`config.mk`:
```
export PLATFORM = sky130hd
export DESIGN_NAME = drive_fault_restart_manager
export DESIGN_NICKNAME = d
export VERILOG_FILES = /design/src/logic/fault_mgr_pkg.sv /design/src/logic/drive_fault_restart_manager.sv
export SDC_FILE = /design/constraint.sdc
export NUM_CORES = 1
export LEC_CHECK = 0
export BUFFER_PORTS_ARGS = -buffer_cell sky130_fd_sc_hd__buf_2
export CAP_MARGIN = 20
export CELL_PAD_IN_SITES_DETAIL_PLACEMENT = 1
export CELL_PAD_IN_SITES_GLOBAL_PLACEMENT = 1
export CORE_ASPECT_RATIO = 0.9
export CORE_MARGIN = 1.5
export CORE_UTILIZATION = 45
export CTS_BUF_LIST = sky130_fd_sc_hd__clkbuf_2 sky130_fd_sc_hd__clkbuf_4 sky130_fd_sc_hd__clkbuf_8
export CTS_CLUSTER_SIZE = 16
export DETAILED_ROUTE_END_ITERATION = 16
export PLACE_DENSITY_LB_ADDON = 0.1
export SYNTH_ARGS = -nofsm -noshare
export SYNTH_HDL_FRONTEND = slang
export SYNTH_SLANG_ARGS = --single-unit
export TNS_END_PERCENT = 100
```
`constraint.sdc`:
```
create_clock -name clk -period 3.5 [get_ports clk]
set_clock_uncertainty 0.05 [all_clocks]
set_input_delay 0.175 -clock clk [delete_from_list [all_inputs] [get_ports clk]]
set_output_delay 0.175 -clock clk [all_outputs]
set_load 0.01 [all_outputs]
```
`src/logic/fault_mgr_pkg.sv`:
```
/*
  Constants and carrier types for the drive fault restart manager.
  Assumes a 100 MHz system clock and fault detectors outside this block.
*/
package fault_mgr_pkg;
  localparam int unsigned CLK_HZ          = 100_000_000;
  localparam int unsigned DELAY_UNIT_MS   = 1;
  localparam int unsigned TICK_CYCLES     = CLK_HZ / 1000 * DELAY_UNIT_MS;
  localparam int unsigned TICK_W          = 17;
  localparam logic [7:0]  FAULT_NONE      = 8'h00;
  localparam logic [7:0]  FAULT_UNDERVOLT = 8'h04;
  localparam logic [7:0]  FAULT_OVERVOLT  = 8'h05;
  localparam logic [7:0]  FAULT_HEATSINK  = 8'h08;
  localparam logic [1:0]  CLEAR_CMD_A     = 2'h1;
  localparam logic [1:0]  CLEAR_CMD_B     = 2'h2;
  localparam logic [3:0]  STOP_CLEAR_MAX  = 4'h3;
  localparam logic [4:0]  TERM_FN_CLEAR   = 5'h0a;
  localparam int unsigned FLASH_CYCLES    = 50_000_000;
  localparam int unsigned FLASH_W         = 26;

  typedef enum logic [3:0] {
    ST_RUN   = 4'b0001,
    ST_FAULT = 4'b0010,
    ST_DELAY = 4'b0100,
    ST_TRY   = 4'b1000
  } fault_state_t;

  typedef struct packed {
    logic [3:0] hundreds;
    logic [3:0] tens;
    logic [3:0] units;
    logic       digits_on;
    logic       indicator_on;
    logic       message_shown;
  } display_t;
endpackage : fault_mgr_pkg

```
`src/logic/drive_fault_restart_manager.sv`:
```
/*
  Fault latch, class sorting, timed auto restart and manual clears.
  Assumes all inputs synchronous to clk; fault_code and fault_class are
  steady while fault_detect is high; command and key inputs are pulses.
*/
// Overview of operation
// - Any detected fault stops motor output and holds it stopped while latched.
// - Each fault is class 1 auto-resettable or class 2 non-resettable, handled accordingly.
// - Class 1 fault with attempt limit above zero loads and starts the restart delay.
// - Delay reaching zero makes one automatic reset attempt.
// - Attempt clears and restarts only if the cause is gone; else stays latched.
// - Class 2 never auto-resets; clears refused while the cause remains active.
// - Escape acknowledges: message removed, keypad returned, fault kept, code recorded.
// - Stop key clears only with stop behaviour 0 to 3; power cycle always clears.
// - Writing 1 or 2 to the fault clear command clears a correctable fault.
// - Toggling an input set to function 10 clears a correctable fault.
// - Nonzero limit with zero delay clears voltage and heatsink faults without restart.
`timescale 1ns/1ps
`default_nettype none
module drive_fault_restart_manager
  import fault_mgr_pkg::*;
(
  input  wire logic       clk,
  input  wire logic       rst_b,
  input  wire logic       fault_detect,
  input  wire logic [7:0] fault_code,
  input  wire logic       fault_class2,
  input  wire logic [3:0] restart_attempt_limit,
  input  wire logic [7:0] restart_delay_setting,
  input  wire logic       fault_clear_write,
  input  wire logic [1:0] fault_clear_command,
  input  wire logic [3:0] stop_behaviour_select,
  input  wire logic       stop_key,
  input  wire logic       escape_key,
  input  wire logic [4:0] input_terminal_function,
  input  wire logic       input_terminal_level,
  output var  logic       motor_enable_reg,
  output var  logic       auto_start_reg,
  output var  logic       fault_latched_reg,
  output var  logic       keypad_owned_reg,
  output var  logic [7:0] latest_fault_code_reg,
  output var  display_t   display_reg
);
  fault_state_t        state_reg;
  logic [7:0]          code_reg;
  logic                class2_reg;
  logic [3:0]          tries_reg;
  logic [7:0]          delay_reg;
  logic [TICK_W-1:0]   tick_reg;
  logic [FLASH_W-1:0]  flash_cnt_reg;
  logic                flash_reg;
  logic                term_prev_reg;
  logic                cause_present;
  logic                manual_clear;
  logic                correctable;
  logic                quiet_fault;

  // Cause still active: same fault still reported
  assign cause_present = fault_detect && (fault_code == code_reg);
  assign correctable   = !cause_present;
  assign manual_clear  = (stop_key && stop_behaviour_select <= STOP_CLEAR_MAX)
                      || (fault_clear_write && (fault_clear_command == CLEAR_CMD_A
                          || fault_clear_command == CLEAR_CMD_B))
                      || (input_terminal_function == TERM_FN_CLEAR
                          && input_terminal_level != term_prev_reg);
  assign quiet_fault   = (code_reg == FAULT_UNDERVOLT) || (code_reg == FAULT_OVERVOLT)
                      || (code_reg == FAULT_HEATSINK);

  // Follows the pin through reset too, so release gives no false toggle
  always_ff @(posedge clk) begin
    term_prev_reg <= input_terminal_level;
  end

  // Fault sequencer; power cycle (reset) always clears
  always_ff @(posedge clk) begin
    if (!rst_b) begin
      state_reg    <= ST_RUN;
      code_reg     <= FAULT_NONE;
      class2_reg   <= 1'b0;
      tries_reg    <= 4'h0;
      delay_reg    <= 8'h00;
      tick_reg     <= '0;
      auto_start_reg <= 1'b0;
    end else begin
      auto_start_reg <= 1'b0;
      case (state_reg)
        ST_RUN: begin
          if (fault_detect) begin
            code_reg   <= fault_code;
            class2_reg <= fault_class2;
            tries_reg  <= 4'h0;
            tick_reg   <= '0;
            delay_reg  <= restart_delay_setting;
            if (!fault_class2 && restart_attempt_limit != 4'h0) begin
              state_reg <= ST_DELAY;
            end else begin
              state_reg <= ST_FAULT;
            end
          end
        end
        ST_DELAY: begin
          if (manual_clear && correctable) begin
            state_reg <= ST_RUN;
          end else if (delay_reg == 8'h00) begin
            state_reg <= ST_TRY;
          end else if (tick_reg == TICK_W'(TICK_CYCLES - 1)) begin
            tick_reg  <= '0;
            delay_reg <= delay_reg - 8'h01;
          end else begin
            tick_reg <= tick_reg + TICK_W'(1);
          end
        end
        ST_TRY: begin
          tries_reg <= tries_reg + 4'h1;
          if (!cause_present) begin
            state_reg <= ST_RUN;
            // Zero delay on supply/thermal faults clears without a start
            auto_start_reg <= !(restart_delay_setting == 8'h00 && quiet_fault);
          end else if (tries_reg + 4'h1 < restart_attempt_limit) begin
            delay_reg <= restart_delay_setting;
            tick_reg  <= '0;
            state_reg <= ST_DELAY;
          end else begin
            state_reg <= ST_FAULT;
          end
        end
        ST_FAULT: begin
          if (manual_clear && correctable) begin
            state_reg <= ST_RUN;
          end
        end
        default: state_reg <= ST_RUN;
      endcase
    end
  end

  // Sequencer checks
  AST_CLASS2_NO_AUTO: assert property (@(posedge clk) disable iff (!rst_b)
    (state_reg == ST_RUN && fault_detect && fault_class2)
    |=> state_reg == ST_FAULT)
    else $error("class 2 fault entered auto restart");
  AST_CLASS_KEPT: assert property (@(posedge clk) disable iff (!rst_b)
    (state_reg == ST_RUN && fault_detect)
    |=> class2_reg == $past(fault_class2))
    else $error("fault class not latched");
  AST_DELAY_START: assert property (@(posedge clk) disable iff (!rst_b)
    (state_reg == ST_RUN && fault_detect && !fault_class2 && restart_attempt_limit != 4'h0)
    |=> state_reg == ST_DELAY && delay_reg == $past(restart_delay_setting))
    else $error("restart delay not loaded");
  AST_NO_LIMIT: assert property (@(posedge clk) disable iff (!rst_b)
    (state_reg == ST_RUN && fault_detect && restart_attempt_limit == 4'h0)
    |=> state_reg == ST_FAULT)
    else $error("auto restart without attempt limit");
  AST_DELAY_HOLD: assert property (@(posedge clk) disable iff (!rst_b)
    (state_reg == ST_DELAY && delay_reg != 8'h00 && !manual_clear)
    |=> state_reg == ST_DELAY)
    else $error("restart delay cut short");
  AST_ZERO_TRIES: assert property (@(posedge clk) disable iff (!rst_b)
    (state_reg == ST_DELAY && delay_reg == 8'h00 && !manual_clear)
    |=> state_reg == ST_TRY)
    else $error("no attempt at delay end");
  AST_TRY_ONCE: assert property (@(posedge clk) disable iff (!rst_b)
    state_reg == ST_TRY
    |=> state_reg != ST_TRY)
    else $error("attempt held longer than one cycle");
  AST_TRY_OUTCOME: assert property (@(posedge clk) disable iff (!rst_b)
    (state_reg == ST_TRY && cause_present)
    |=> state_reg != ST_RUN)
    else $error("fault reset with cause present");
  AST_TRY_CLEARS: assert property (@(posedge clk) disable iff (!rst_b)
    (state_reg == ST_TRY && !cause_present)
    |=> state_reg == ST_RUN)
    else $error("attempt left fault latched");
  AST_START_PULSE: assert property (@(posedge clk) disable iff (!rst_b)
    auto_start_reg
    |=> !auto_start_reg)
    else $error("start command longer than one cycle");
  AST_NO_CLEAR_ACTIVE: assert property (@(posedge clk) disable iff (!rst_b)
    (state_reg == ST_FAULT && cause_present)
    |=> state_reg == ST_FAULT)
    else $error("fault cleared while cause active");
  AST_FAULT_STAYS: assert property (@(posedge clk) disable iff (!rst_b)
    (state_reg == ST_FAULT && !(manual_clear && correctable))
    |=> state_reg == ST_FAULT)
    else $error("latched fault left without a clear");
  AST_STOP_GATED: assert property (@(posedge clk) disable iff (!rst_b)
    (state_reg == ST_FAULT && stop_key && stop_behaviour_select > STOP_CLEAR_MAX
     && !fault_clear_write && input_terminal_function != TERM_FN_CLEAR)
    |=> state_reg == ST_FAULT) else $error("stop key cleared fault");
  AST_STOP_CLEAR: assert property (@(posedge clk) disable iff (!rst_b)
    (state_reg == ST_FAULT && !cause_present && stop_key
     && stop_behaviour_select <= STOP_CLEAR_MAX) |=> state_reg == ST_RUN)
    else $error("stop key clear ignored");
  AST_CMD_CLEAR: assert property (@(posedge clk) disable iff (!rst_b)
    (state_reg == ST_FAULT && !cause_present && fault_clear_write
     && fault_clear_command == CLEAR_CMD_B) |=> state_reg == ST_RUN)
    else $error("clear command ignored");
  AST_CMD_OTHER: assert property (@(posedge clk) disable iff (!rst_b)
    (state_reg == ST_FAULT && fault_clear_write && fault_clear_command != CLEAR_CMD_A
     && fault_clear_command != CLEAR_CMD_B && !stop_key
     && input_terminal_function != TERM_FN_CLEAR) |=> state_reg == ST_FAULT)
    else $error("other clear command value cleared fault");
  AST_TERM_CLEAR: assert property (@(posedge clk) disable iff (!rst_b)
    (state_reg == ST_FAULT && !cause_present && input_terminal_function == TERM_FN_CLEAR
     && input_terminal_level != term_prev_reg) |=> state_reg == ST_RUN)
    else $error("terminal toggle clear ignored");
  AST_QUIET_CLEAR: assert property (@(posedge clk) disable iff (!rst_b)
    (state_reg == ST_TRY && !cause_present && quiet_fault
     && restart_delay_setting == 8'h00) |=> !auto_start_reg)
    else $error("restart after quiet clear");
  AST_TRIES_RESET: assert property (@(posedge clk) disable iff (!rst_b)
    (state_reg == ST_RUN && fault_detect)
    |=> tries_reg == 4'h0)
    else $error("attempt count not cleared for new episode");
  AST_TRY_LIMIT: assert property (@(posedge clk) disable iff (!rst_b)
    state_reg == ST_TRY
    |-> tries_reg < restart_attempt_limit)
    else $error("attempts exceed limit");
  AST_LIMIT_STOP: assert property (@(posedge clk) disable iff (!rst_b)
    (state_reg == ST_TRY && cause_present && tries_reg + 4'h1 >= restart_attempt_limit)
    |=> state_reg == ST_FAULT)
    else $error("attempts went on past limit");

  // Motor held off whenever a fault is seen or latched
  always_ff @(posedge clk) begin
    if (!rst_b) begin
      motor_enable_reg  <= 1'b0;
      fault_latched_reg <= 1'b0;
    end else begin
      fault_latched_reg <= (state_reg != ST_RUN) || fault_detect;
      motor_enable_reg  <= (state_reg == ST_RUN) && !fault_detect;
    end
  end

  AST_FAULT_STOPS: assert property (@(posedge clk) disable iff (!rst_b)
    fault_detect
    |=> !motor_enable_reg)
    else $error("motor not stopped on fault");
  AST_LATCH_HOLD: assert property (@(posedge clk) disable iff (!rst_b)
    state_reg != ST_RUN
    |=> !motor_enable_reg && fault_latched_reg)
    else $error("motor enabled while fault latched");
  AST_RESET_CLEARS: assert property (@(posedge clk)
    !rst_b
    |=> state_reg == ST_RUN && !fault_latched_reg && !motor_enable_reg)
    else $error("power cycle left fault latched");

  // Escape acknowledge and latest code record
  always_ff @(posedge clk) begin
    if (!rst_b) begin
      keypad_owned_reg      <= 1'b1;
      latest_fault_code_reg <= FAULT_NONE;
    end else if (state_reg == ST_RUN && fault_detect) begin
      keypad_owned_reg <= 1'b0;
    end else if (state_reg != ST_RUN && escape_key) begin
      keypad_owned_reg      <= 1'b1;
      latest_fault_code_reg <= code_reg;
    end else if (state_reg == ST_RUN) begin
      keypad_owned_reg <= 1'b1;
    end
  end

  AST_ESC_RECORD: assert property (@(posedge clk) disable iff (!rst_b)
    (state_reg == ST_FAULT && escape_key)
    |=> keypad_owned_reg && fault_latched_reg
    && latest_fault_code_reg == $past(code_reg))
    else $error("escape acknowledge wrong");
  AST_ESC_KEEPS: assert property (@(posedge clk) disable iff (!rst_b)
    (state_reg == ST_FAULT && escape_key && !manual_clear)
    |=> state_reg == ST_FAULT)
    else $error("escape cleared the fault");

  always_ff @(posedge clk) begin
    if (!rst_b) begin
      flash_cnt_reg <= '0;
      flash_reg     <= 1'b0;
    end else if (flash_cnt_reg == FLASH_W'(FLASH_CYCLES - 1)) begin
      flash_cnt_reg <= '0;
      flash_reg     <= !flash_reg;
    end else begin
      flash_cnt_reg <= flash_cnt_reg + FLASH_W'(1);
    end
  end

  // Flashing decimal code, e.g. 004
  always_ff @(posedge clk) begin
    if (!rst_b) begin
      display_reg <= '0;
    end else begin
      display_reg.hundreds      <= 4'(code_reg / 8'd100);
      display_reg.tens          <= 4'((code_reg % 8'd100) / 8'd10);
      display_reg.units         <= 4'(code_reg % 8'd10);
      display_reg.message_shown <= (state_reg != ST_RUN) && !keypad_owned_reg;
      display_reg.digits_on     <= (state_reg != ST_RUN) && !keypad_owned_reg && flash_reg;
      display_reg.indicator_on  <= (state_reg != ST_RUN) && flash_reg;
    end
  end

  AST_IDLE_DARK: assert property (@(posedge clk) disable iff (!rst_b)
    state_reg == ST_RUN
    |=> !display_reg.indicator_on && !display_reg.message_shown)
    else $error("fault display shown with no fault");
  AST_DIGITS_HIDDEN: assert property (@(posedge clk) disable iff (!rst_b)
    keypad_owned_reg
    |=> !display_reg.digits_on && !display_reg.message_shown)
    else $error("fault message kept after acknowledge");
endmodule : drive_fault_restart_manager
`default_nettype wire

```
# --- Yosys cells after proc, flatten, opt, wreduce, memory -nomap -nowiden ---
# Cells that the tools add are included.
totals:
  output_inout_bits: 27
  register_bits: 96
  input_bits: 39
classes:
  n_lt_le_gt_ge: 2
  n_reduce_logical: 39
  n_eq_ne: 23
  bitwise_logic: 3
  n_addsub: 4
  mux: 27
  div: 4
op_table:
  columns: ["operator", "n"]
  rows:
  - ["$mux W17", 6]
  - ["$pmux W17 S3", 1]
  - ["$mux W8", 6]
  - ["$add A26 B1 Y26 const B", 1]
  - ["$eq A26 B26 Y1 const B", 1]
  - ["$pmux W8 S3", 1]
  - ["$mux W4", 5]
  - ["$add A17 B1 Y17 const B", 1]
  - ["$eq A17 B17 Y1 const B", 1]
  - ["$eq A8 B3 Y1 const B", 2]
  - ["$logic_not A8 Y1", 2]
  - ["$pmux W4 S4", 1]
  - ["$ne A2 B2 Y1 const B", 7]
  - ["$logic_and A1 B1 Y1", 13]
  - ["$mux W3", 3]
  - ["$div A8 B4 Y8 const B", 1]
  - ["$div A8 B7 Y8 const B", 1]
  - ["$eq A8 B4 Y1 const B", 1]
  - ["$eq A8 B8 Y1", 1]
  - ["$mod A8 B4 Y8 const B", 1]
  - ["$mod A8 B7 Y8 const B", 1]
  - ["$pmux W4 S2", 1]
  - ["$sub A8 B1 Y8 const B", 1]
  - ["$reduce_and A7 Y1", 1]
  - ["other kinds (25)", 42]

# --- Longest topological paths before layout ---
# Gate-level depths: netlist of run 1.
logic_depth:
  word_depth: 8
  depth_mapped: 12
  depth_no_buf: 11

# --- Worst setup path before layout of run 1 ---
# OpenSTA, ideal clock, no wires.
synth_path:
  path_type: "register to register"
  start: "register code_reg[3]"
  end: "register display_reg[5] (netlist name)"
  n_path_buf: 1
  setup_time_ns: 0.091
  t_arrival_ns: 2.905
  path_slack_ns: 0.454
  synth_period_minus_slack_ns: 3.046
  path_stages_with_launch: 12
  required_ns: 3.359
  path_cell_list: "dfxtp_1 > clkbuf_1 > inv_1 > ha_1 > and3b_1 > o21ai_0 > a31oi_1 > or2_2 > mux2_2 > a222oi_1 > ha_1 > a311oi_1"
synth_via:
  elab_chain_len: 1
synth_rtl:
  columns: ["item", "line", "rtl"]
  rows:
  - ["from (decl)", "drive_fault_restart_manager.sv:45", "logic [7:0] code_reg;"]
  - ["from (signal assigned)", "drive_fault_restart_manager.sv:89", "code_reg <= fault_code;"]
  - ["$mod A8 B4 Y8", "drive_fault_restart_manager.sv:292", "display_reg.units <= 4'(code_reg % 8'd10);"]
  - ["to (decl)", "drive_fault_restart_manager.sv:42", "output var display_t display_reg"]
# No other way between the ends.
# A chain may end at the register's enable or synchronous reset.

# --- Worst setup path after layout of run 1 ---
layout_path:
  start: "register code_reg[3]"
  end: "register display_reg[6] (netlist name)"
# Same word-level chain as after synthesis.

==> impl_metrics.env, run 1 <==
export IMPL_status="finished clean"
export IMPL_core_area_mm2=0.0120
export IMPL_cts_buffer_depth=2
export IMPL_synth_area_mm2=0.00554
export IMPL_ir_worst_vdd_uv=311
export IMPL_dp_hpwl_mm=11.7
export IMPL_drive_gt1_share_pct=14.6
export IMPL_leakage_nw=2.37
export IMPL_fin_crit_ps=3170
export IMPL_whs_path_depth=3
export IMPL_synth_fa_ha_area_share_pct=3.07
export IMPL_power_frac_clock_pct=28.2
export IMPL_setup_slack_ps=332
export IMPL_r2r_end="display_reg[6]$_SDFF_PN0_"
export IMPL_grt_max_degree=30
export IMPL_yosys_area_share_xor_xnor_pct=7.44
export IMPL_multi_input_comb_area_mm2=0.00338
export IMPL_setup_worst_path_class="reg2reg"
export IMPL_rr_worst_depth=11
export IMPL_grt_total_usage_pct=26.6
export IMPL_seq_power_share_pct=44.8
export IMPL_fin_total_pwr_mw=2.68
export IMPL_grt_setup_unrepaired="false"
export IMPL_largest_reg_flops=26
export IMPL_grt_first_pass_wirelength_mm=27.6
export IMPL_critPathArrivalTime_ps=3440
export IMPL_cts_setup_buffers=0
export IMPL_grt_overflow=0
export IMPL_cts_tree="done"
export IMPL_critPathLaunchType="flop"
export IMPL_ios=66
export IMPL_yosys_area_share_simple_pct=29.5
export IMPL_synth_area_leaders="dfxtp_1 34%, a21oi_1 5.8%, nor2_1 5.6%, nand2_1 5.1%, xnor2_1 4.1%"
export IMPL_syn_avg_cell_area_um2=7.67
export IMPL_detail_route_iter0_violations=394
export IMPL_min_path_type="in2reg"
export IMPL_cellPowerDensity_mw_per_mm2=427
export IMPL_ys_flop_type="dfxtp_1"
export IMPL_finish_utilization_pct=52.0
export IMPL_finalSetupTns_ps=0
export IMPL_placed_area_mm2=0.00594
export IMPL_wire_per_inst_um=17.5
export IMPL_viasPerCell=5.87
export IMPL_tightest_slew_ps=951
export IMPL_worstPathRequired_ps=3770
export IMPL_synth_mux_area_share_pct=0.768
export IMPL_n_antenna_cell=0
export IMPL_worst_setup_path_end_kind="flop"
export IMPL_first_pass_iters=4
export IMPL_p_comb_share_pct=27.0
export IMPL_yosysWarningCount=0
export IMPL_antenna_found_initial=0
export IMPL_syn_inst=722
export IMPL_vias=5519
export IMPL_clk_pin_slew_ps=100
export IMPL_hold_path_startpoint="escape_key"
export IMPL_switching_power_mw=0.935
export IMPL_dieWidth_um=120
export IMPL_synth_compound_area_share_pct=19.9
export IMPL_synthToLayoutAreaGrowth_pct=13.1
export IMPL_clock_sinks=94
export IMPL_hold_viol_final=0
export IMPL_num_nets_final=827
export IMPL_timing_final_crit_share_pct=90.5
export IMPL_synth_edf_count=0
export IMPL_fillers=1554
export IMPL_dp_cells=914
export IMPL_start_util_pct=46.0
export IMPL_synth_seq_cells=94
export IMPL_swShare_pct=35.0
export IMPL_grt_pass1_vias=5617
export IMPL_synth_top_family_by_area="simple AND/OR/NAND/NOR gates"
export IMPL_preCtsSetupSlack_ps=327
export IMPL_remaining_drc_errors=0
export IMPL_dieArea_mm2=0.0130
export IMPL_drv_cap=0
export IMPL_port_buffer_count=61
export IMPL_yosysSeqAreaShare_pct=34.0
export IMPL_layout_cells_non_filler=940
export IMPL_synth_top_area_share_pct=34.0
export IMPL_holdPathEnd="latest_fault_code_reg[1]$_SDFFE_PN0P_"
export IMPL_cts_buffers=9
export IMPL_hold_ws_ps=109
export IMPL_rows=38
export IMPL_synth_cell_type_count=73
export IMPL_die_y_um=108
export IMPL_slew_headroom_pct=36.3
export IMPL_r2r_start="code_reg[3]$_SDFFE_PN0P_"
export IMPL_synth_most_common_cell="dfxtp_1"
export IMPL_synth_common_cells="94 x dfxtp_1, 82 x nor2_1, 75 x nand2_1"
export IMPL_ctsHtreeMaxLevel=3
export IMPL_routabilityCongestion=0.822
export IMPL_wl_mm=16.5
export IMPL_r2r_slack_ps=330
export IMPL_root_buffer="clkbuf_8"
export IMPL_final_area_mm2=0.00626
export IMPL_drtAntennaViolNets=0
export IMPL_async_reset_ff_share_pct=0
export IMPL_max_freq_mhz=316
export IMPL_clock_latency_ps=390
export IMPL_seq_area_mm2=0.00188
export IMPL_setup_viol=0
export IMPL_final_max_slew_viol_count=0
export IMPL_synth_top_area_cell="dfxtp_1"
export IMPL_path_max_fanout=8
export IMPL_cellInternalPower_mw=1.74
==> placed cells by master (no fill, tap or decap), types with 7 or more instances in the layout <==
cell type      count
dfxtp_1           94
clkbuf_8           9
inv_1             21
nor2_1            82
nand2_1           75
nor3_1            29
xor2_1            21
or3_1             10
buf_2             61
nand4_1           12
dlygate4sd3_1     11
and2_1             7
ha_1              12
nor4_1            10
nand3_1           43
o21a_1             7
o31ai_1            8
a31oi_1            8
a21oi_1           64
buf_4             14
and3_1            14
o21ai_0           33
nand2b_1           7
xnor2_1           26
==> cells by family after synthesis <==
family | count (synthesis)
mux | 4
fa+ha+maj | 14
xor+xnor | 47
simple gates | 327
other cells | 1
buf+inv | 65
compound gates | 170
flops | 94
==> final cells by class <==
type | instances | share of cell area (%)
Sequential cell | 94 | 30.1
Clock inverter | 6 | 1.20
Inverter | 21 | 1.26
Clock buffer | 9 | 1.98
Multi-Input combinational cell | 564 | 54.0
Timing Repair Buffer | 86 | 8.32
Tap cell | 160 | 3.20
==> critical path, cell delays in order (launching register included) <==
cell and delay (ps):
dfxtp_1 450, inv_1 200, ha_1 270, and3b_1 180, o21ai_0 220, a31oi_2 170
or2_2 370, mux2_2 280, a222oi_1 360, ha_1 220, nand3b_1 120, mux2i_1 200
==> worst max-delay path by stage <==
| stage | start | to | slack [ps] |
|---|---|---|---|
| 6_report | code_reg[3]$_SDFFE_PN0P_ | display_reg[6]$_SDFF_PN0_ | 330 |
| 5_1_grt | code_reg[3]$_SDFFE_PN0P_ | display_reg[6]$_SDFF_PN0_ | 50 |
| 4_1_cts | code_reg[3]$_SDFFE_PN0P_ | display_reg[6]$_SDFF_PN0_ | 260 |
| 3_5_place_dp | code_reg[3]$_SDFFE_PN0P_ | display_reg[5]$_SDFF_PN0_ | 330 |
| 3_3_place_gp | code_reg[3]$_SDFFE_PN0P_ | display_reg[6]$_SDFF_PN0_ | 430 |
| 2_1_floorplan | code_reg[3]$_SDFFE_PN0P_ | display_reg[5]$_SDFF_PN0_ | 450 |
==> repair_timing <==
action                     CTS  global route
hold endpoints to repair    11             0
hold buffers                11             0
setup endpoints to repair    0             2
resized for setup            0             1
==> power groups by stage <==
stage,logic (mW),clock network [mW],registers (mW)
after floorplan,0.509,0,1.20
after global placement,0.673,0,1.22
after detailed placement,0.702,0,1.22
after CTS,0.716,0.778,1.20
after global routing,0.803,0.829,1.21
final,0.722,0.756,1.20
==> routing by layer <==
layer	global-route usage, %	part of all wire (%)	up-vias
li1	-	-	2686
met1	34.4	47	2733
met2	44.9	48	79
met3	5.54	2.9	21
met4	7.57	1.6	0
met5	0	0	-
Power figures use the tool's default switching activity.
==> run 2, diff against run 1 <==
--- a/config.mk
+++ b/config.mk
@@ -5,13 +5,14 @@
 export SDC_FILE = /design/constraint.sdc
 export NUM_CORES = 1
 export LEC_CHECK = 0
+export ABC_AREA = 1
 export BUFFER_PORTS_ARGS = -buffer_cell sky130_fd_sc_hd__buf_2
 export CAP_MARGIN = 20
 export CELL_PAD_IN_SITES_DETAIL_PLACEMENT = 1
 export CELL_PAD_IN_SITES_GLOBAL_PLACEMENT = 1
 export CORE_ASPECT_RATIO = 0.9
 export CORE_MARGIN = 1.5
-export CORE_UTILIZATION = 45
+export CORE_UTILIZATION = 47
 export CTS_BUF_LIST = sky130_fd_sc_hd__clkbuf_2 sky130_fd_sc_hd__clkbuf_4 sky130_fd_sc_hd__clkbuf_8
 export CTS_CLUSTER_SIZE = 16
 export DETAILED_ROUTE_END_ITERATION = 16
==> constraint.sdc (replaced) <==
create_clock -name clk -period 4.1 [get_ports clk]
set_clock_uncertainty 0.05 [all_clocks]
set_input_delay 0.205 -clock clk [delete_from_list [all_inputs] [get_ports clk]]
set_output_delay 0.205 -clock clk [all_outputs]
set_load 0.01 [all_outputs]
==> impl_metrics.env, run 2 <==
export IMPL_path_max_fanout=12
export IMPL_holdPathEnd="delay_reg[4]$_SDFFE_PN0P_"
export IMPL_timing_final_crit_share_pct=76.9
export IMPL_power_frac_clock_pct=23.9
export IMPL_p_comb_share_pct=37.8
export IMPL_cellInternalPower_mw=1.76
export IMPL_drv_cap=0
export IMPL_crit_path_frequent_cell="nand2_1"
export IMPL_wl_mm=14.6
export IMPL_synth_seq_cells=94
export IMPL_wire_per_inst_um=14.6
export IMPL_drtAntennaViolNets=0
export IMPL_slowest_stage="dfxtp_1"
export IMPL_cts_tree="done"
export IMPL_vias=5317
export IMPL_synth_area_leaders="dfxtp_1 35%, nand2_1 11%, inv_1 7.3%, a21oi_1 6.0%, nor2_1 5.3%"
export IMPL_seq_power_share_pct=38.3
export IMPL_finalSetupTns_ps=0
export IMPL_final_max_slew_viol_count=0
export IMPL_n_antenna_cell=0
export IMPL_finish_utilization_pct=54.7
export IMPL_min_path_type="in2reg"
export IMPL_multi_input_comb_area_mm2=0.00296
export IMPL_drive_gt1_share_pct=15.7
export IMPL_root_buffer="clkbuf_8"
export IMPL_clock_sinks=94
export IMPL_leakage_nw=2.66
export IMPL_rr_worst_depth=26
export IMPL_synth_area_mm2=0.00538
export IMPL_viasPerCell=5.32
export IMPL_async_reset_ff_share_pct=0
export IMPL_slew_headroom_pct=46.7
export IMPL_num_nets_final=894
export IMPL_synth_edf_count=0
export IMPL_ys_flop_type="dfxtp_1"
export IMPL_dieArea_mm2=0.0121
export IMPL_tightest_slew_ps=799
export IMPL_antenna_found_initial=0
export IMPL_fillers=1537
export IMPL_setup_viol=0
export IMPL_detail_route_iter0_violations=217
export IMPL_max_stage_delay_ps=540
export IMPL_synth_top_area_share_pct=35.0
export IMPL_clk_pin_slew_ps=90
export IMPL_yosysWarningCount=0
export IMPL_final_common_cell="nand2_1"
export IMPL_whs_path_depth=3
export IMPL_clock_latency_ps=390
export IMPL_synth_common_cells="160 x nand2_1, 104 x inv_1, 94 x dfxtp_1"
export IMPL_fin_crit_ps=3150
export IMPL_status="finished clean"
export IMPL_r2r_end="display_reg[6]$_SDFF_PN0_"
export IMPL_yosysSeqAreaShare_pct=35.0
export IMPL_worstPathRequired_ps=4380
export IMPL_grt_max_degree=41
export IMPL_hold_viol_final=0
export IMPL_core_area_mm2=0.0110
export IMPL_largest_reg_flops=26
export IMPL_critPathArrivalTime_ps=3430
export IMPL_synth_cell_type_count=52
export IMPL_remaining_drc_errors=0
export IMPL_swShare_pct=40.2
export IMPL_grt_pass1_vias=5396
export IMPL_syn_inst=786
export IMPL_rows=36
export IMPL_seq_area_mm2=0.00188
export IMPL_r2r_start="code_reg[3]$_SDFFE_PN0P_"
export IMPL_syn_avg_cell_area_um2=6.84
export IMPL_max_freq_mhz=317
export IMPL_dp_hpwl_mm=11.1
export IMPL_synth_top_area_cell="dfxtp_1"
export IMPL_ctsHtreeMaxLevel=3
export IMPL_ctsResizeCount=0
export IMPL_hold_path_startpoint="restart_delay_setting[4]"
export IMPL_switching_power_mw=1.18
export IMPL_ios=66
export IMPL_die_y_um=104
export IMPL_routabilityCongestion=0.858
export IMPL_cts_buffer_depth=2
export IMPL_synth_most_common_cell="nand2_1"
export IMPL_final_cell_mix="160 x nand2_1, 104 x inv_1, 94 x dfxtp_1"
export IMPL_grt_setup_unrepaired="false"
export IMPL_r2r_slack_ps=950
export IMPL_cellPowerDensity_mw_per_mm2=490
export IMPL_grt_overflow=0
export IMPL_start_util_pct=48.9
export IMPL_grt_first_pass_wirelength_mm=24.5
export IMPL_synthToLayoutAreaGrowth_pct=11.8
export IMPL_ir_worst_vdd_uv=338
export IMPL_cts_buffers=9
export IMPL_worst_setup_path_end_kind="flop"
export IMPL_dieWidth_um=116
export IMPL_first_pass_iters=4
export IMPL_setup_worst_path_class="reg2reg"
export IMPL_critPathLaunchType="flop"
export IMPL_grt_total_usage_pct=25.1
export IMPL_port_buffer_count=61
-- run 2: changes by cell type after synthesis, moves of 10 or more --
cell      previous run  this run
nor3_1              29        14
nand2_2              1        17
nand2_1             75       160
clkbuf_1            23         9
inv_1               21       104
o21ai_0             33        52
or3_1               10         0
and3_1              14         1
xnor2_1             26         3
-- run 2: area by class of cell --
class	instances	area share, %
repair buffers	64	5.54
flip-flops and latches	94	31.3
well taps	152	3.16
multi-input cells	561	49.3
clock buffers	10	2.29
clock inverters	5	1.37
inverters	113	7.06
-- run 2: timing repair --
item                                   in CTS  in global routing
setup endpoints to repair                   0                  0
endpoints found under the hold margin       2                  0
setup buffers                               0                  0
hold buffers                                2                  0
-- run 2: cells by family (layout without fill, tap and decap cells) --
group	count (synthesis)	after routing	synth area share (%)
buf+inv	132	192	9.98
flops	94	94	35.0
xor+xnor	16	16	2.61
fa+ha+maj	12	12	2.79
simple gates	376	376	33.1
other cells	1	2	0.0697
compound gates	155	155	16.4
-- run 2: worst max-delay path by stage --
| stage | end | from | cells after the start | slack, ps |
|---|---|---|---|---|
| 2_1_floorplan | display_reg[5]$_SDFF_PN0_ | code_reg[3]$_SDFFE_PN0P_ | 27 | 1460 |
| 3_3_place_gp | display_reg[5]$_SDFF_PN0_ | code_reg[3]$_SDFFE_PN0P_ | 26 | 1130 |
| 3_5_place_dp | display_reg[5]$_SDFF_PN0_ | code_reg[3]$_SDFFE_PN0P_ | 24 | 980 |
| 4_1_cts | display_reg[5]$_SDFF_PN0_ | code_reg[3]$_SDFFE_PN0P_ | 24 | 940 |
| 5_1_grt | display_reg[6]$_SDFF_PN0_ | code_reg[3]$_SDFFE_PN0P_ | 24 | 640 |
| 6_report | display_reg[6]$_SDFF_PN0_ | code_reg[3]$_SDFFE_PN0P_ | 26 | 950 |
-- run 2: per-stage QoR --
step | power [mW] | instances | hold slack [ps] | worst slack [ps] | instance area, µm²
floorplan | 1.98 | 787 | 183 | 1460 | 5380
global placement | 2.19 | 982 | 284 | 1130 | 5770
detailed placement | 2.26 | 982 | 285 | 984 | 5770
CTS | 2.97 | 999 | 32.5 | 943 | 6010
global route | 3.17 | 999 | 46.9 | 642 | 6010
finish | 2.94 | 999 | 46.0 | 947 | 6010
-- run 2: metal layers --
layer | part of all wire [%] | up-vias | GRT usage, %
met3 | 3.1 | 12 | 6.24
met1 | 46 | 2546 | 30.2
met4 | 0.93 | 0 | 5.05
met2 | 50 | 70 | 45.1
li1 | - | 2689 | -
met5 | 0 | - | 0
-- run 2: worst max-delay path, delay by kind of cell, from the launching register on --
| family | cells | cell delay [ps] |
|---|---|---|
| flops | 1 | 540 |
| buf+inv | 6 | 510 |
| fa+ha+maj | 2 | 420 |
| simple gates | 18 | 1560 |
-- run 2: power by group through the flow --
stage | sequential (mW) | clock (mW) | combinational [mW]
global route | 1.14 | 0.759 | 1.27
CTS | 1.13 | 0.719 | 1.12
finish | 1.13 | 0.703 | 1.11
global placement | 1.14 | 0 | 1.05
floorplan | 1.14 | 0 | 0.843
detailed placement | 1.15 | 0 | 1.11
==> run 3, diff against run 2 <==
--- a/config.mk
+++ b/config.mk
@@ -5,14 +5,14 @@
 export SDC_FILE = /design/constraint.sdc
 export NUM_CORES = 1
 export LEC_CHECK = 0
-export ABC_AREA = 1
+export ABC_AREA = 0
 export BUFFER_PORTS_ARGS = -buffer_cell sky130_fd_sc_hd__buf_2
 export CAP_MARGIN = 20
 export CELL_PAD_IN_SITES_DETAIL_PLACEMENT = 1
 export CELL_PAD_IN_SITES_GLOBAL_PLACEMENT = 1
 export CORE_ASPECT_RATIO = 0.9
 export CORE_MARGIN = 1.5
-export CORE_UTILIZATION = 47
+export CORE_UTILIZATION = 45
 export CTS_BUF_LIST = sky130_fd_sc_hd__clkbuf_2 sky130_fd_sc_hd__clkbuf_4 sky130_fd_sc_hd__clkbuf_8
 export CTS_CLUSTER_SIZE = 16
 export DETAILED_ROUTE_END_ITERATION = 16
==> constraint.sdc (replaced) <==
create_clock -name clk -period 2.95 [get_ports clk]
set_clock_uncertainty 0.05 [all_clocks]
set_input_delay 0.1475 -clock clk [delete_from_list [all_inputs] [get_ports clk]]
set_output_delay 0.1475 -clock clk [all_outputs]
set_load 0.01 [all_outputs]
==> impl_metrics.env, run 3 (synthesis gave the netlist of run 1 again) <==
export IMPL_clk_pin_slew_ps=100
export IMPL_dp_hpwl_mm=11.7
export IMPL_clock_sinks=94
export IMPL_crit_path_cell_trace="inv_1 -> ha_1 -> and3b_1 -> o21ai_2 -> a31oi_4 -> or2_2 -> mux2_2 -> a222oi_1 -> ha_1 -> nand3b_1 -> mux2i_1"
export IMPL_placed_area_mm2=0.00607
export IMPL_path_max_fanout=5
export IMPL_critPathArrivalTime_ps=3080
export IMPL_setup_worst_path_class="reg2reg"
export IMPL_cts_buffer_depth=2
export IMPL_finalSetupTns_ps=0
export IMPL_drive_gt1_share_pct=18.3
export IMPL_max_freq_mhz=357
export IMPL_synthToLayoutAreaGrowth_pct=17.5
export IMPL_detail_route_iter0_violations=275
export IMPL_min_path_type="in2reg"
export IMPL_r2r_slack_ps=150
export IMPL_clock_latency_ps=390
export IMPL_drtAntennaViolNets=0
export IMPL_worst_setup_path_end_kind="flop"
export IMPL_vias=5621
export IMPL_crit_path_frequent_cell="ha_1"
export IMPL_dieWidth_um=120
export IMPL_crit_buf_inv=1
export IMPL_status="finished clean"
export IMPL_cts_tree="done"
export IMPL_largest_reg_flops=26
export IMPL_worstPathRequired_ps=3230
export IMPL_final_common_cell="dfxtp_1"
export IMPL_ir_worst_vdd_uv=357
export IMPL_core_area_mm2=0.0120
export IMPL_grt_first_pass_wirelength_mm=27.6
export IMPL_first_pass_iters=5
export IMPL_slew_headroom_pct=60.0
export IMPL_final_max_slew_viol_count=0
export IMPL_slowest_stage="a222oi_1"
export IMPL_drv_cap=0
export IMPL_critPathLaunchType="flop"
export IMPL_antenna_found_initial=0
export IMPL_fillers=1517
export IMPL_viasPerCell=5.87
export IMPL_wire_per_inst_um=17.3
export IMPL_die_y_um=108
export IMPL_final_cell_mix="92 x dfxtp_1, 81 x nor2_1, 75 x nand2_1"
export IMPL_grt_overflow=0
export IMPL_leakage_nw=2.48
export IMPL_n_antenna_cell=0
export IMPL_cts_buffers=9
export IMPL_grt_total_usage_pct=26.2
export IMPL_remaining_drc_errors=0
export IMPL_num_nets_final=843
export IMPL_grt_setup_unrepaired="true"
export IMPL_dieArea_mm2=0.0130
export IMPL_final_area_mm2=0.00651
export IMPL_max_stage_delay_ps=420
export IMPL_grt_max_degree=35
export IMPL_setup_viol=0
export IMPL_fin_crit_ps=2800
export IMPL_wl_mm=16.6
export IMPL_cpLargestDelayFamily="compound AO/OA/AOI/OAI gates"
export IMPL_ios=66
export IMPL_timing_final_crit_share_pct=94.9
export IMPL_ctsHtreeMaxLevel=3
export IMPL_tightest_slew_ps=598
export IMPL_start_util_pct=46.0
export IMPL_cellPowerDensity_mw_per_mm2=515
export IMPL_port_buffer_count=61
export IMPL_grt_pass1_vias=5641
export IMPL_root_buffer="clkbuf_8"
export IMPL_routabilityCongestion=0.878
export IMPL_hold_viol_final=0
export IMPL_rows=38
[run 3: worst paths after layout]
| check | endpoint | depth (start not counted) | startpoint |
|---|---|---|---|
| max reg2reg | display_reg[6]$_SDFF_PN0_ | 11 | code_reg[3]$_SDFFE_PN0P_ |
| max | display_reg[6]$_SDFF_PN0_ | 11 | code_reg[3]$_SDFFE_PN0P_ |
| min reg2reg | flash_cnt_reg[0]$_SDFF_PP0_ | 1 | flash_cnt_reg[0]$_SDFF_PP0_ |
| min | latest_fault_code_reg[0]$_SDFFE_PN0P_ | 3 | escape_key |
[run 3: report_power, final]
part	switching, mW	internal, mW	leakage, nW	total (mW)
clock network	0.496	0.525	0.118	1.02
registers	0.0650	1.34	0.765	1.41
logic	0.559	0.368	1.60	0.927
total	1.12	2.23	2.48	3.35
[run 3: repair_timing]
item                                    in CTS  in global routing
hold buffers                                11                  0
pin swaps                                    0                  5
cloned                                       0                  0
endpoints found under the hold margin       11                  0
endpoints found under the setup margin       2                  7
setup buffers                                0                  1
gates resized for setup                      1                 23
[run 3: cell type report]
class | instances | area, µm² | share of cell area (%)
multi-input combinational | 564 | 3460 | 53.2
sequential | 94 | 1880 | 29.0
clock inverter | 4 | 77.6 | 1.19
tap | 160 | 200 | 3.08
clock buffer | 12 | 153 | 2.35
timing repair buffer | 102 | 653 | 10.0
inverter | 21 | 78.8 | 1.21
[run 3: metal layers]
metal / track usage, % / share of wire, % / wire, µm / vias to the layer above
met2: 44.3 / 48 / 8030 / 87
met1: 34.2 / 47 / 7720 / 2790
met5: 0 / 0 / 0 / -
li1: - / - / - / 2724
met4: 6.38 / 1.1 / 183 / 0
met3: 5.80 / 3.9 / 639 / 20
[run 3: stage by stage]
step | power (mW) | instances | setup WS, ps | util (%) | hold slack, ps
finish | 3.35 | 957 | 151 | 54.1 | 80.2
global route | 3.53 | 957 | -31.5 | 54.1 | 73.1
CTS | 3.35 | 956 | 39.9 | 53.3 | 61.1
detailed placement | 2.31 | 929 | 0.671 | 50.5 | 238
global placement | 2.27 | 929 | 144 | 50.5 | 226
floorplan | 2.03 | 723 | 43.0 | - | 125
[run 3: tightest hold or removal path: cells and delay by family]
kind | cells | cell delay, ps
and+or+nand+nor | 1 | 100
buffers and inverters | 1 | 180
AOI/OAI and AO/OA | 1 | 50
